==> src/chgpc_pkg.sv <==
package chgpc_pkg;
   // ========================================
   // Timing
   localparam int unsigned CLK_HZ          = 50_000_000;
   localparam int unsigned ALERT_PULSE_US  = 256;
   localparam int unsigned ALERT_PULSE_CYC = (ALERT_PULSE_US * (CLK_HZ / 1_000_000));
   localparam logic [13:0] ALERT_CNT_LAST  = 14'(ALERT_PULSE_CYC - 1);

   // ========================================
   // Register byte offsets
   localparam logic [11:0] OFS_CTRL   = 12'h000;
   localparam logic [11:0] OFS_RLIM   = 12'h004;
   localparam logic [11:0] OFS_STATUS = 12'h008;
   localparam logic [11:0] OFS_IRQ_ST = 12'h00c;
   localparam logic [11:0] OFS_IRQ_MK = 12'h010;

   // ========================================
   // Reset values
   localparam logic [1:0]  CFG_RESET      = 2'h1;
   localparam logic [2:0]  LIMIT_RESET    = 3'h0;
   localparam logic [15:0] RES_LIMIT_RST  = 16'h01f4;
   localparam logic [15:0] RES_LIMIT_MIN  = 16'h01f4;
   localparam logic [4:0]  IRQ_MASK_RESET = 5'h00;

   // ========================================
   // Charge/boost configuration field codes
   localparam logic [1:0] CFG_CHARGE = 2'h1;
   localparam logic [1:0] CFG_BOOST  = 2'h2;

   // Interrupt status bits
   localparam int unsigned IRQ_CHG_ON   = 0;
   localparam int unsigned IRQ_CHG_OFF  = 1;
   localparam int unsigned IRQ_BOOST    = 2;
   localparam int unsigned IRQ_TEMP     = 3;
   localparam int unsigned IRQ_LIMIT    = 4;
   localparam int unsigned IRQ_W        = 5;

   // ========================================
   // Carried types
   typedef struct packed
   {
      logic source_usb;
      logic limit_boost;
      logic charge_en_n;
      logic temp_bad_a;
      logic temp_bad_b;
   } chgpc_pins_t;

   // Enable pin reads inactive until the synchroniser has filled
   localparam chgpc_pins_t PINS_RESET = 5'h04;

   typedef struct packed
   {
      logic        charging;
      logic        boosting;
      logic        temp_fault;
      logic [15:0] input_current_ma;
   } chgpc_state_t;

   typedef enum logic [0:0]
   {
      ALERT_IDLE  = 1'b0,
      ALERT_PULSE = 1'b1
   } chgpc_alert_st_t;
endpackage

==> src/chgpc_limit_sel.sv <==
`timescale 1ns/1ps
`default_nettype none
module chgpc_limit_sel
(
   input  wire logic        source_usb_in,
   input  wire logic        limit_boost_in,
   input  wire logic [2:0]  input_limit_code_field_in,
   input  wire logic [15:0] resistor_limit_ma_in,
   output logic      [15:0] limit_ma_out
);
   logic [15:0] code_ma;
   logic [15:0] res_ma;
   logic [15:0] reg_ma;

   // ========================================
   // Code table in mA
   always_comb
   begin
      case (input_limit_code_field_in)
         3'h0:    code_ma = 16'h0064;
         3'h1:    code_ma = 16'h0096;
         3'h2:    code_ma = 16'h01f4;
         3'h3:    code_ma = 16'h0384;
         3'h4:    code_ma = 16'h04b0;
         3'h5:    code_ma = 16'h05dc;
         3'h6:    code_ma = 16'h07d0;
         default: code_ma = 16'h0bb8;
      endcase
   end

   always_comb
   begin
      // Resistor limit never below the floor
      res_ma = (resistor_limit_ma_in < chgpc_pkg::RES_LIMIT_MIN) ?
               chgpc_pkg::RES_LIMIT_MIN : resistor_limit_ma_in;
      // USB host source caps the register choice
      if (source_usb_in)
      begin
         reg_ma = limit_boost_in ? 16'h01f4 : 16'h0064;
         if (code_ma < reg_ma)
         begin
            reg_ma = code_ma;
         end
      end
      else
      begin
         reg_ma = code_ma;
      end
      limit_ma_out = (res_ma < reg_ma) ? res_ma : reg_ma;
   end
endmodule // chgpc_limit_sel
`default_nettype wire

==> src/chgpc_alert_gen.sv <==
`timescale 1ns/1ps
`default_nettype none
module chgpc_alert_gen
(
   input  wire logic mclk_in,
   input  wire logic reset_n_in,
   input  wire logic event_in,
   output logic      alert_n_out
);
   chgpc_pkg::chgpc_alert_st_t state_reg;
   logic [13:0]                cnt_reg;
   logic                       pend_reg;

   // ========================================
   // One fixed-length pulse per event; events during a pulse queue one more
   always_ff @(posedge mclk_in)
   begin
      if (!reset_n_in)
      begin
         state_reg   <= chgpc_pkg::ALERT_IDLE;
         cnt_reg     <= 14'h0000;
         pend_reg    <= 1'b0;
         alert_n_out <= 1'b1;
      end
      else
      begin
         case (state_reg)
            chgpc_pkg::ALERT_IDLE:
            begin
               if (event_in || pend_reg)
               begin
                  state_reg   <= chgpc_pkg::ALERT_PULSE;
                  cnt_reg     <= 14'h0000;
                  pend_reg    <= 1'b0;
                  alert_n_out <= 1'b0;
               end
            end
            chgpc_pkg::ALERT_PULSE:
            begin
               if (event_in)
               begin
                  pend_reg <= 1'b1;
               end
               if (cnt_reg == chgpc_pkg::ALERT_CNT_LAST)
               begin
                  // Release between pulses so the host sees each edge
                  state_reg   <= chgpc_pkg::ALERT_IDLE;
                  alert_n_out <= 1'b1;
               end
               else
               begin
                  cnt_reg <= cnt_reg + 14'h0001;
               end
            end
            default:
            begin
               state_reg   <= chgpc_pkg::ALERT_IDLE;
               alert_n_out <= 1'b1;
            end
         endcase
      end
   end
endmodule // chgpc_alert_gen
`default_nettype wire

==> src/chgpc_top.sv <==
// Register access over APB and the register offsets were decided locally.
`timescale 1ns/1ps
`default_nettype none
// Operation
// - Alert output pulses low for 256 us on status change or fault.
// - USB host source in buck mode: capped at 500 mA if pin high, else 100 mA.
// - Boost only when config field is 10 and limit/boost pin high.
// - Charging only when config field is 01 and charge-enable pin low.
// - Effective input limit is the smaller of resistor and register limits.
// - Resistor-set limit is never taken below 500 mA.
// - Any thermistor out of window suspends charge; resume when both good.
module chgpc_top
(
   input  wire logic        mclk_in,
   input  wire logic        reset_n_in,
   input  wire logic        source_select_pin_in,
   input  wire logic        usb_limit_boost_pin_in,
   input  wire logic        charge_enable_n_pin_in,
   input  wire logic        thermistor_sense_a_in,
   input  wire logic        thermistor_sense_b_in,
   input  wire logic        psel,
   input  wire logic        penable,
   input  wire logic        pwrite,
   input  wire logic [11:0] paddr,
   input  wire logic [31:0] pwdata,
   output logic      [31:0] prdata,
   output logic             pready,
   output logic             pslverr,
   output logic             alert_n_out,
   output logic             alert_oe_out,
   output logic             charge_en_out,
   output logic             boost_en_out,
   output logic [15:0]      input_current_limit_out,
   output logic             irq_out
);
   // ========================================
   // Pin synchronisers
   chgpc_pkg::chgpc_pins_t pins_meta_reg;
   chgpc_pkg::chgpc_pins_t pins_sync_reg;

   always_ff @(posedge mclk_in)
   begin
      if (!reset_n_in)
      begin
         // Reset must never look like a charge request on the enable pin
         pins_meta_reg <= chgpc_pkg::PINS_RESET;
         pins_sync_reg <= chgpc_pkg::PINS_RESET;
      end
      else
      begin
         pins_meta_reg <= {source_select_pin_in, usb_limit_boost_pin_in,
                           charge_enable_n_pin_in, thermistor_sense_a_in,
                           thermistor_sense_b_in};
         pins_sync_reg <= pins_meta_reg;
      end
   end

   // ========================================
   // Registers
   logic [1:0]  charge_boost_config_field_reg;
   logic [2:0]  input_limit_code_field_reg;
   logic [15:0] resistor_limit_reg;
   logic [chgpc_pkg::IRQ_W-1:0] irq_status_reg;
   logic [chgpc_pkg::IRQ_W-1:0] irq_mask_reg;
   logic        wr_en;
   logic        rd_en;
   logic        addr_ok;

   assign wr_en = psel && penable && pwrite;
   assign rd_en = psel && penable && !pwrite;
   assign addr_ok = (paddr == chgpc_pkg::OFS_CTRL) || (paddr == chgpc_pkg::OFS_RLIM) ||
                    (paddr == chgpc_pkg::OFS_STATUS) || (paddr == chgpc_pkg::OFS_IRQ_ST) ||
                    (paddr == chgpc_pkg::OFS_IRQ_MK);

   always_ff @(posedge mclk_in)
   begin
      if (!reset_n_in)
      begin
         charge_boost_config_field_reg <= chgpc_pkg::CFG_RESET;
         input_limit_code_field_reg    <= chgpc_pkg::LIMIT_RESET;
      end
      else if (wr_en && (paddr == chgpc_pkg::OFS_CTRL))
      begin
         charge_boost_config_field_reg <= pwdata[5:4];
         input_limit_code_field_reg    <= pwdata[2:0];
      end
   end

   // Software stands in for the measured resistor; the floor is applied later
   always_ff @(posedge mclk_in)
   begin
      if (!reset_n_in)
      begin
         resistor_limit_reg <= chgpc_pkg::RES_LIMIT_RST;
      end
      else if (wr_en && (paddr == chgpc_pkg::OFS_RLIM))
      begin
         resistor_limit_reg <= pwdata[15:0];
      end
   end

   always_ff @(posedge mclk_in)
   begin
      if (!reset_n_in)
      begin
         irq_mask_reg <= chgpc_pkg::IRQ_MASK_RESET;
      end
      else if (wr_en && (paddr == chgpc_pkg::OFS_IRQ_MK))
      begin
         irq_mask_reg <= pwdata[chgpc_pkg::IRQ_W-1:0];
      end
   end

   // ========================================
   // Mode decisions
   logic temp_fault;
   logic charge_next;
   logic boost_next;
   logic [15:0] limit_ma;

   // Either sensor out of window suspends; both must clear to resume
   assign temp_fault  = pins_sync_reg.temp_bad_a || pins_sync_reg.temp_bad_b;
   // Pin is trusted as driven; a floating input would toggle charging
   assign charge_next = (charge_boost_config_field_reg == chgpc_pkg::CFG_CHARGE) &&
                        !pins_sync_reg.charge_en_n && !temp_fault;
   assign boost_next  = (charge_boost_config_field_reg == chgpc_pkg::CFG_BOOST) &&
                        pins_sync_reg.limit_boost;

   chgpc_limit_sel u_limit_sel
   (
      .source_usb_in             (pins_sync_reg.source_usb),
      .limit_boost_in            (pins_sync_reg.limit_boost),
      .input_limit_code_field_in (input_limit_code_field_reg),
      .resistor_limit_ma_in      (resistor_limit_reg),
      .limit_ma_out              (limit_ma)
   );

   // Last cycle's decisions, compared against the new ones to spot events
   chgpc_pkg::chgpc_state_t state_reg;

   always_ff @(posedge mclk_in)
   begin
      if (!reset_n_in)
      begin
         state_reg <= '0;
      end
      else
      begin
         state_reg.charging         <= charge_next;
         state_reg.boosting         <= boost_next;
         state_reg.temp_fault       <= temp_fault;
         state_reg.input_current_ma <= limit_ma;
      end
   end

   always_ff @(posedge mclk_in)
   begin
      if (!reset_n_in)
      begin
         charge_en_out <= 1'b0;
      end
      else
      begin
         charge_en_out <= charge_next;
      end
   end

   always_ff @(posedge mclk_in)
   begin
      if (!reset_n_in)
      begin
         boost_en_out <= 1'b0;
      end
      else
      begin
         boost_en_out <= boost_next;
      end
   end

   always_ff @(posedge mclk_in)
   begin
      if (!reset_n_in)
      begin
         input_current_limit_out <= chgpc_pkg::RES_LIMIT_MIN;
      end
      else
      begin
         input_current_limit_out <= limit_ma;
      end
   end

   // ========================================
   // Events
   logic [chgpc_pkg::IRQ_W-1:0] ev;
   logic                        any_event;

   // Charge edges, boost either way, new faults, any limit change
   assign ev[chgpc_pkg::IRQ_CHG_ON]  = charge_next && !state_reg.charging;
   assign ev[chgpc_pkg::IRQ_CHG_OFF] = !charge_next && state_reg.charging;
   assign ev[chgpc_pkg::IRQ_BOOST]   = boost_next != state_reg.boosting;
   assign ev[chgpc_pkg::IRQ_TEMP]    = temp_fault && !state_reg.temp_fault;
   assign ev[chgpc_pkg::IRQ_LIMIT]   = limit_ma != state_reg.input_current_ma;
   assign any_event = |ev;

   // Set beats write-one-to-clear in the same cycle
   always_ff @(posedge mclk_in)
   begin
      if (!reset_n_in)
      begin
         irq_status_reg <= '0;
      end
      else
      begin
         for (int i = 0; i < chgpc_pkg::IRQ_W; i++)
         begin
            if (ev[i])
            begin
               irq_status_reg[i] <= 1'b1;
            end
            else if (wr_en && (paddr == chgpc_pkg::OFS_IRQ_ST) && pwdata[i])
            begin
               irq_status_reg[i] <= 1'b0;
            end
         end
      end
   end

   always_ff @(posedge mclk_in)
   begin
      if (!reset_n_in)
      begin
         irq_out <= 1'b0;
      end
      else
      begin
         irq_out <= |(irq_status_reg & irq_mask_reg);
      end
   end

   // ========================================
   // Open-drain alert
   logic alert_n;

   chgpc_alert_gen u_alert_gen
   (
      .mclk_in     (mclk_in),
      .reset_n_in  (reset_n_in),
      .event_in    (any_event),
      .alert_n_out (alert_n)
   );

   always_ff @(posedge mclk_in)
   begin
      if (!reset_n_in)
      begin
         alert_n_out <= 1'b1;
      end
      else
      begin
         alert_n_out <= alert_n;
      end
   end

   always_ff @(posedge mclk_in)
   begin
      if (!reset_n_in)
      begin
         alert_oe_out <= 1'b0;
      end
      else
      begin
         alert_oe_out <= !alert_n;
      end
   end

   // ========================================
   // APB slave: no wait states, reads registered
   logic        setup_rd;
   logic [31:0] prdata_next;

   // Decode in the setup cycle so read data stands with pready
   assign setup_rd = psel && !penable && !pwrite;

   always_comb
   begin
      prdata_next = 32'h0000_0000;
      if (setup_rd)
      begin
         case (paddr)
            chgpc_pkg::OFS_CTRL:
               prdata_next = {26'h0, charge_boost_config_field_reg, 1'b0,
                              input_limit_code_field_reg};
            chgpc_pkg::OFS_RLIM:   prdata_next = {16'h0, resistor_limit_reg};
            chgpc_pkg::OFS_STATUS: prdata_next = {13'h0, state_reg};
            chgpc_pkg::OFS_IRQ_ST: prdata_next = {27'h0, irq_status_reg};
            chgpc_pkg::OFS_IRQ_MK: prdata_next = {27'h0, irq_mask_reg};
            default:               prdata_next = 32'h0000_0000;
         endcase
      end
   end

   always_ff @(posedge mclk_in)
   begin
      if (!reset_n_in)
      begin
         pready <= 1'b0;
      end
      else
      begin
         pready <= psel && !penable;
      end
   end

   always_ff @(posedge mclk_in)
   begin
      if (!reset_n_in)
      begin
         pslverr <= 1'b0;
      end
      else
      begin
         pslverr <= psel && !penable && !addr_ok;
      end
   end

   always_ff @(posedge mclk_in)
   begin
      if (!reset_n_in)
      begin
         prdata <= 32'h0000_0000;
      end
      else
      begin
         prdata <= prdata_next;
      end
   end

   logic unused_rd;
   assign unused_rd = rd_en;
endmodule // chgpc_top
`default_nettype wire

==> config.mk <==
export PLATFORM = sky130hd
export DESIGN_NAME = chgpc_top
export DESIGN_NICKNAME = d
export VERILOG_FILES = /design/src/chgpc_pkg.sv /design/src/chgpc_limit_sel.sv /design/src/chgpc_alert_gen.sv /design/src/chgpc_top.sv
export SDC_FILE = /design/constraint.sdc
export NUM_CORES = 1
export LEC_CHECK = 0
export ABC_CLOCK_PERIOD_IN_PS = 6300
export BUFFER_PORTS_ARGS = -buffer_cell sky130_fd_sc_hd__clkbuf_2
export CAP_MARGIN = 20
export CORE_MARGIN = 2
export CORE_UTILIZATION = 50
export DETAILED_ROUTE_END_ITERATION = 8
export GPL_TIMING_DRIVEN = 0
export PLACE_DENSITY = 0.77
export SLEW_MARGIN = 0
export SYNTH_ARGS = -nofsm -noshare
export SYNTH_HDL_FRONTEND = slang
export SYNTH_SLANG_ARGS = --single-unit
==> constraint.sdc <==
create_clock -name mclk_in -period 6.3 [get_ports mclk_in]
set_input_delay 0.945 -clock mclk_in [delete_from_list [all_inputs] [get_ports mclk_in]]
set_output_delay 0.945 -clock mclk_in [all_outputs]
set_load 0.005 [all_outputs]
After elaboration in Yosys (flattened, before gate mapping). Cells that the tools add are included.

Register bits: 130. Output and inout bits: 55. Word-level logic and storage cells: 135. Input bits: 54.

Mux-type cells: 28. Add/sub/neg operators: 1. Eq/ne operators: 19. Order comparisons: 3. Reduce and logical (&&, ||, !) cells: 48. Bitwise logic cells: 2.

Operator list (count): 19-bit one-hot mux with 5 select lines (1); 12-bit one-hot mux with 7 select lines (1); 16-bit 2-to-1 mux (4); 14-bit 2-to-1 mux (2); 14-bit one-hot mux with 2 select lines (1); 12-bit by 4-bit equality test with 1-bit output (second input constant) (2); 1-bit logical AND (20); 12-bit by 16-bit less-than comparator with 1-bit output (1); 16-bit less-than comparator (1); 16-bit by 9-bit less-than comparator with 1-bit output (second input constant) (1); 16-bit inequality test (1); 1-bit 2-to-1 mux (15); 14-bit by 1-bit adder with 14-bit output (second input constant) (1); 14-bit equality test (second input constant) (1); 12-bit by 3-bit equality test with 1-bit output (second input constant) (1); 12-bit by 5-bit equality test with 1-bit output (second input constant) (1); 12-bit zero test (1); 2-bit nonzero test (5); 5-bit OR reduction (2); 3-bit equality test (second input constant) (3); 1-bit zero test (9); 9-bit 2-to-1 mux (1); 2-bit AND reduction (4); 3-bit by 2-bit equality test with 1-bit output (second input constant) (2); 11 further kinds (20).

Longest topological paths before layout.
Word-level depth: 12. Mapped depth: 21. Gate-level depth less buffers: 17.

Modules after synthesis. A second synthesis with hierarchy kept.

Cells, all modules: 604. Area total of the unflattened synthesis: 5338.9 um^2.

Modules (own cells, without submodules): chgpc_top (area an instance 3632.2 um^2, cells an instance 383, times used 1, seq. area each 1801.7 um^2); chgpc_alert_gen (area an instance 910.9 um^2, cells an instance 108, times used 1, seq. area each 340.3 um^2); chgpc_limit_sel (area an instance 795.8 um^2, cells an instance 113, times used 1, seq. area each 0.0 um^2).

Worst setup path before layout. No wires, ideal clock.

Kind: reg-to-reg. Start point: register input_limit_code_field_reg[0]. End point: register u_alert_gen.cnt_reg[1]. Setup slack: 1832 ps. Clock period less this slack: 4468 ps. Cell stages (with the launch flop): 21. Arrival time: 4380 ps. Path buffers: 4. Required time: 6212 ps. Setup time: 88 ps. Cells stage by stage: dfxtp_1 > clkbuf_1 > or3_1 > ha_1 > nand3b_1 > o211ai_1 > and2_1 > clkbuf_1 > nor2_1 > ha_1 > a211o_1 > o211ai_1 > nand3_1 > o31ai_4 > buf_6 > nand2_1 > o2bb2ai_1 > o211ai_2 > or4_1 > buf_6 > a311oi_2.

Longest elaborated chain between the ends: 12. Elaborated cells between the ends (all ways): 18. Those cells by class: order compare: 2; eq/ne: 8; mux: 4; reduce/logical: 4.

RTL lines: start, declared (RTL line chgpc_top.sv:61) `logic [2:0] input_limit_code_field_reg;`; start signal, assigned (RTL line chgpc_top.sv:80) `input_limit_code_field_reg <= chgpc_pkg::LIMIT_RESET;`; start signal, assigned (RTL line chgpc_top.sv:85) `input_limit_code_field_reg <= pwdata[2:0];`; 3-bit equality test (tied with other cells) (RTL line chgpc_limit_sel.sv:19) `case (input_limit_code_field_in)`; 12-bit one-hot mux with 7 select lines (*) (RTL line chgpc_limit_sel.sv:19); 12-bit by 16-bit less-than comparator with 1-bit output (RTL line chgpc_limit_sel.sv:40) `if (code_ma < reg_ma)`; 16-bit 2-to-1 mux (RTL line chgpc_limit_sel.sv:40); 16-bit 2-to-1 mux (*) (RTL line chgpc_limit_sel.sv:37) `if (source_usb_in)`; 16-bit less-than comparator (RTL line chgpc_limit_sel.sv:49) `limit_ma_out = (res_ma < reg_ma) ? res_ma : reg_ma;`; 16-bit 2-to-1 mux (*) (RTL line chgpc_limit_sel.sv:49); 16-bit inequality test (*) (RTL line chgpc_top.sv:202) `assign ev[chgpc_pkg::IRQ_LIMIT] = limit_ma != state_reg.input_current_ma;`; 5-bit OR reduction (*) (RTL line chgpc_top.sv:203) `assign any_event = |ev;`; 1-bit logical OR (*) (RTL line chgpc_alert_gen.sv:30) `if (event_in || pend_reg)`; 2-bit by 1-bit inequality test with 1-bit output (no line) (*); 2-bit AND reduction (no line) (*); end signal, assigned (RTL line chgpc_alert_gen.sv:52) `cnt_reg <= cnt_reg + 14'h0001;`; end, declared (RTL line chgpc_alert_gen.sv:11) `logic [13:0] cnt_reg;`.

Every way passes the cells marked *; elsewhere a longest branch is shown, timed or not. A chain may end at the register's enable or synchronous reset.

Worst setup path after layout.
Start point: register input_limit_code_field_reg[2]. End point: register u_alert_gen.cnt_reg[5].

Same word-level chain as after synthesis.

==> impl_metrics.json <==
{
  "stdcell_count": 849,
  "antenna_cells": 0,
  "synthMuxAreaShare_pct": 4.66,
  "pwr_density_cell_mw_per_mm2": 200,
  "swShare_pct": 25.2,
  "drive_above_1_share_pct": 19.8,
  "grt_pass1_vias": 4714,
  "fin_crit_sh_pct": 87.8,
  "synth_largest_area_cell": "dfxtp_1",
  "synth_seq_cells": 107,
  "fp-row-count": 37,
  "grt_setup_unrepaired": "false",
  "portBuffers": 76,
  "clockPowerShare_pct": 33.7,
  "fmax_mhz": 181,
  "grt_usage_pct": 25.8,
  "p_leak_nw": 2.45,
  "clkTransAtPathRegs_ps": 110,
  "hold_depth": 1,
  "power_frac_seq_pct": 58.1,
  "min_period_ps": 5530,
  "crit_required_ps": 6590,
  "route.vias.total": 4847,
  "synth-simple-area-share_pct": 22.2,
  "status": "completed",
  "worstSetupStartpointType": "flip-flop",
  "antenna_left": 0,
  "synth_top_family_by_area": "simple AND/OR/NAND/NOR gates",
  "synth_area_leaders": "dfxtp_1 41%, nor2_1 5.4%, nand2_1 4.8%, ha_1 3.8%, buf_4 3.3%",
  "drv_slew": 0,
  "post-route-drc-count": 0,
  "endpoint_kind": "flip-flop",
  "clk_path_buf_depth": 2,
  "die_area_mm2": 0.0112,
  "cts_tree": "yes",
  "reg2reg_depth": 20,
  "gp_congestion": 0.926,
  "relSlewSlack_pct": 52.2,
  "avgSynthCellArea_um2": 8.60,
  "pwr-share-comb_pct": 8.2,
  "synthAdderAreaFrac_pct": 3.85,
  "synth-main-ff-cell": "dfxtp_1",
  "yosys.area.top_type_share_pct": 41.2,
  "coreArea_mm2": 0.0102,
  "setup_viol": 0,
  "cts_max_level": 3,
  "finClkSkew_ps": 14.0,
  "synth_xor_area_share_pct": 3.20,
  "die-width_um": 106,
  "grt_pass1_wl_um": 22900,
  "firstDrtPassIters": 5,
  "synth_compound_gate_area_share_pct": 17.4,
  "yosysSeqAreaShare_pct": 41.2,
  "place_hpwl_um": 10800,
  "n_fill_cell": 927,
  "yosysUniqueCellTypes": 66,
  "timing.rr.end": "u_alert_gen.cnt_reg[5]",
  "cp.arrival_ps": 5820,
  "yosysWarningCount": 0,
  "drtIter0Drc": 325,
  "drt-wirelength-per-cell_um": 16.8,
  "initial_core_util_pct": 50.9,
  "die_y_um": 106,
  "place_inst": 833,
  "final_nets": 778,
  "grt_max_degree": 18,
  "maxCapViolations": 0,
  "internal-power_mw": 0.899,
  "cts_sinks": 107,
  "finalSetupTns_ps": 0,
  "hold_buffers": 0,
  "synth_edf_count": 0,
  "cts_buffers": 9,
  "gr-total-overflow": 0,
  "final_util_pct": 58.7,
  "p_switching_mw": 0.303,
  "io_pins": 109,
  "path_max_fanout": 10,
  "ir_drop_mv": 0.159,
  "reg2reg_setup_slack_ps": 770,
  "synthCells": 605,
  "hp-class": "flip-flop to flip-flop",
  "cts_setup_buffers": 0,
  "areaGrowthSynthToFinish_pct": 15.4,
  "insertion_delay_ps": 380,
  "rr_startpoint": "input_limit_code_field_reg[2]",
  "hold_viol": 0,
  "worst_pin_slew_ps": 717,
  "drt-vias-per-instance": 5.71,
  "async_reset_ff_share_pct": 0,
  "largest_reg_flops": 19,
  "antenna_found_initial": 0,
  "min_to": "pins_sync_reg[4]",
  "post_cts_resize_count": 0,
  "root_buffer": "clkbuf_8",
  "syn_area_mm2": 0.00520,
  "worstSetupPathType": "flip-flop to flip-flop",
  "hold_start": "pins_meta_reg[4]",
  "routed_wl_um": 14300
}
[worst max path at each step]
stage / slack [ps] / end / from
after floorplan: 1830 / u_alert_gen.cnt_reg[1] / input_limit_code_field_reg[0]
after global placement: 1040 / u_alert_gen.cnt_reg[5] / input_limit_code_field_reg[2]
after detailed placement: 940 / u_alert_gen.cnt_reg[1] / input_limit_code_field_reg[0]
after CTS: 890 / u_alert_gen.cnt_reg[1] / input_limit_code_field_reg[0]
after global routing: 370 / u_alert_gen.cnt_reg[1] / input_limit_code_field_reg[0]
final: 770 / u_alert_gen.cnt_reg[5] / input_limit_code_field_reg[2]
[synth_stat cells (5+ instances only)]
cell      number
and2_1        16
xor2_1         8
dfxtp_1      107
and3_1         8
o21ai_0       19
ha_1          16
nor3_1        10
nand2_1       66
o211ai_1       5
o22ai_1        5
a21oi_1       31
buf_4         23
mux2i_1       13
nor2_1        75
nand4_1        8
xnor2_1       11
nand3_1       21
inv_1         19
a22oi_1       16
nand2b_1       8
clkbuf_1      29
a31oi_1        7
nor2b_1        5
[cell type report]
cell class,instances,area [um2],share of cell area [%]
plain buffers,57,318,5.29
clock buffers,12,155,2.58
clock inverters,4,33.8,0.563
inverters,19,71.3,1.19
multi-input cells,438,2730,45.5
flip-flops and latches,107,2140,35.7
well taps,136,170,2.83
repair buffers,76,380,6.34
[placed cells by master (no fill, tap or decap), types with 13 or more instances in the layout]
cell type and count:
dfxtp_1 107, conb_1 17, inv_1 19, o21ai_0 19
ha_1 16, clkbuf_2 76, a22oi_1 16, clkbuf_1 30
buf_4 23, nor2_1 75, nand3_1 21, and2_1 16
nand2_1 66, a21oi_1 31, mux2i_1 13
[metrics by stage]
| step | instance area (um2) | setup WS (ps) | hold WS (ps) | total power [mW] |
|---|---|---|---|---|
| after floorplan | 5260 | 1830 | 380 | 0.772 |
| after global placement | 5810 | 1040 | 403 | 0.807 |
| after detailed placement | 5810 | 939 | 413 | 0.810 |
| after CTS | 6000 | 888 | 427 | 1.21 |
| after global routing | 6000 | 369 | 445 | 1.24 |
| final | 6000 | 771 | 426 | 1.20 |
[logic make-up after synthesis]
group,after synthesis
compound gates,125
xor+xnor,19
fa+ha+maj,16
buf+inv,76
flops,107
mux,19
other cells,1
simple gates,242
[worst max-delay path, cell delays in order, from the launching register on]
cell	delay (ps)
dfxtp_1	370
clkbuf_1	390
a21oi_1	180
inv_1	80
ha_1	230
a211oi_1	420
o211ai_1	250
and2_1	220
clkbuf_1	170
a21oi_1	350
ha_1	320
o211ai_1	210
nand3_1	200
o31ai_4	440
buf_6	210
a21oi_2	50
a211oi_2	250
o211ai_1	230
or4_1	470
buf_6	160
a311oi_2	230
[routing by layer]
| layer | track usage, % | wire length (um) | up-vias | share of wire (%) |
|---|---|---|---|---|
| met1 | 33.4 | 6220 | 2288 | 44 |
| li1 | - | - | 2302 | - |
| met4 | 11.0 | 342 | 0 | 2.4 |
| met5 | 0 | 0 | - | 0 |
| met3 | 5.03 | 1060 | 22 | 7.4 |
| met2 | 42.2 | 6670 | 235 | 47 |
[power by group through the flow]
stage / clock, mW / combinational, mW / sequential [mW]
after floorplan: 0 / 0.0607 / 0.711
after global placement: 0 / 0.0938 / 0.714
after detailed placement: 0 / 0.0961 / 0.714
after CTS: 0.411 / 0.0970 / 0.698
after global routing: 0.437 / 0.108 / 0.700
final: 0.405 / 0.0986 / 0.699
(Power assumes the default switching activity.)
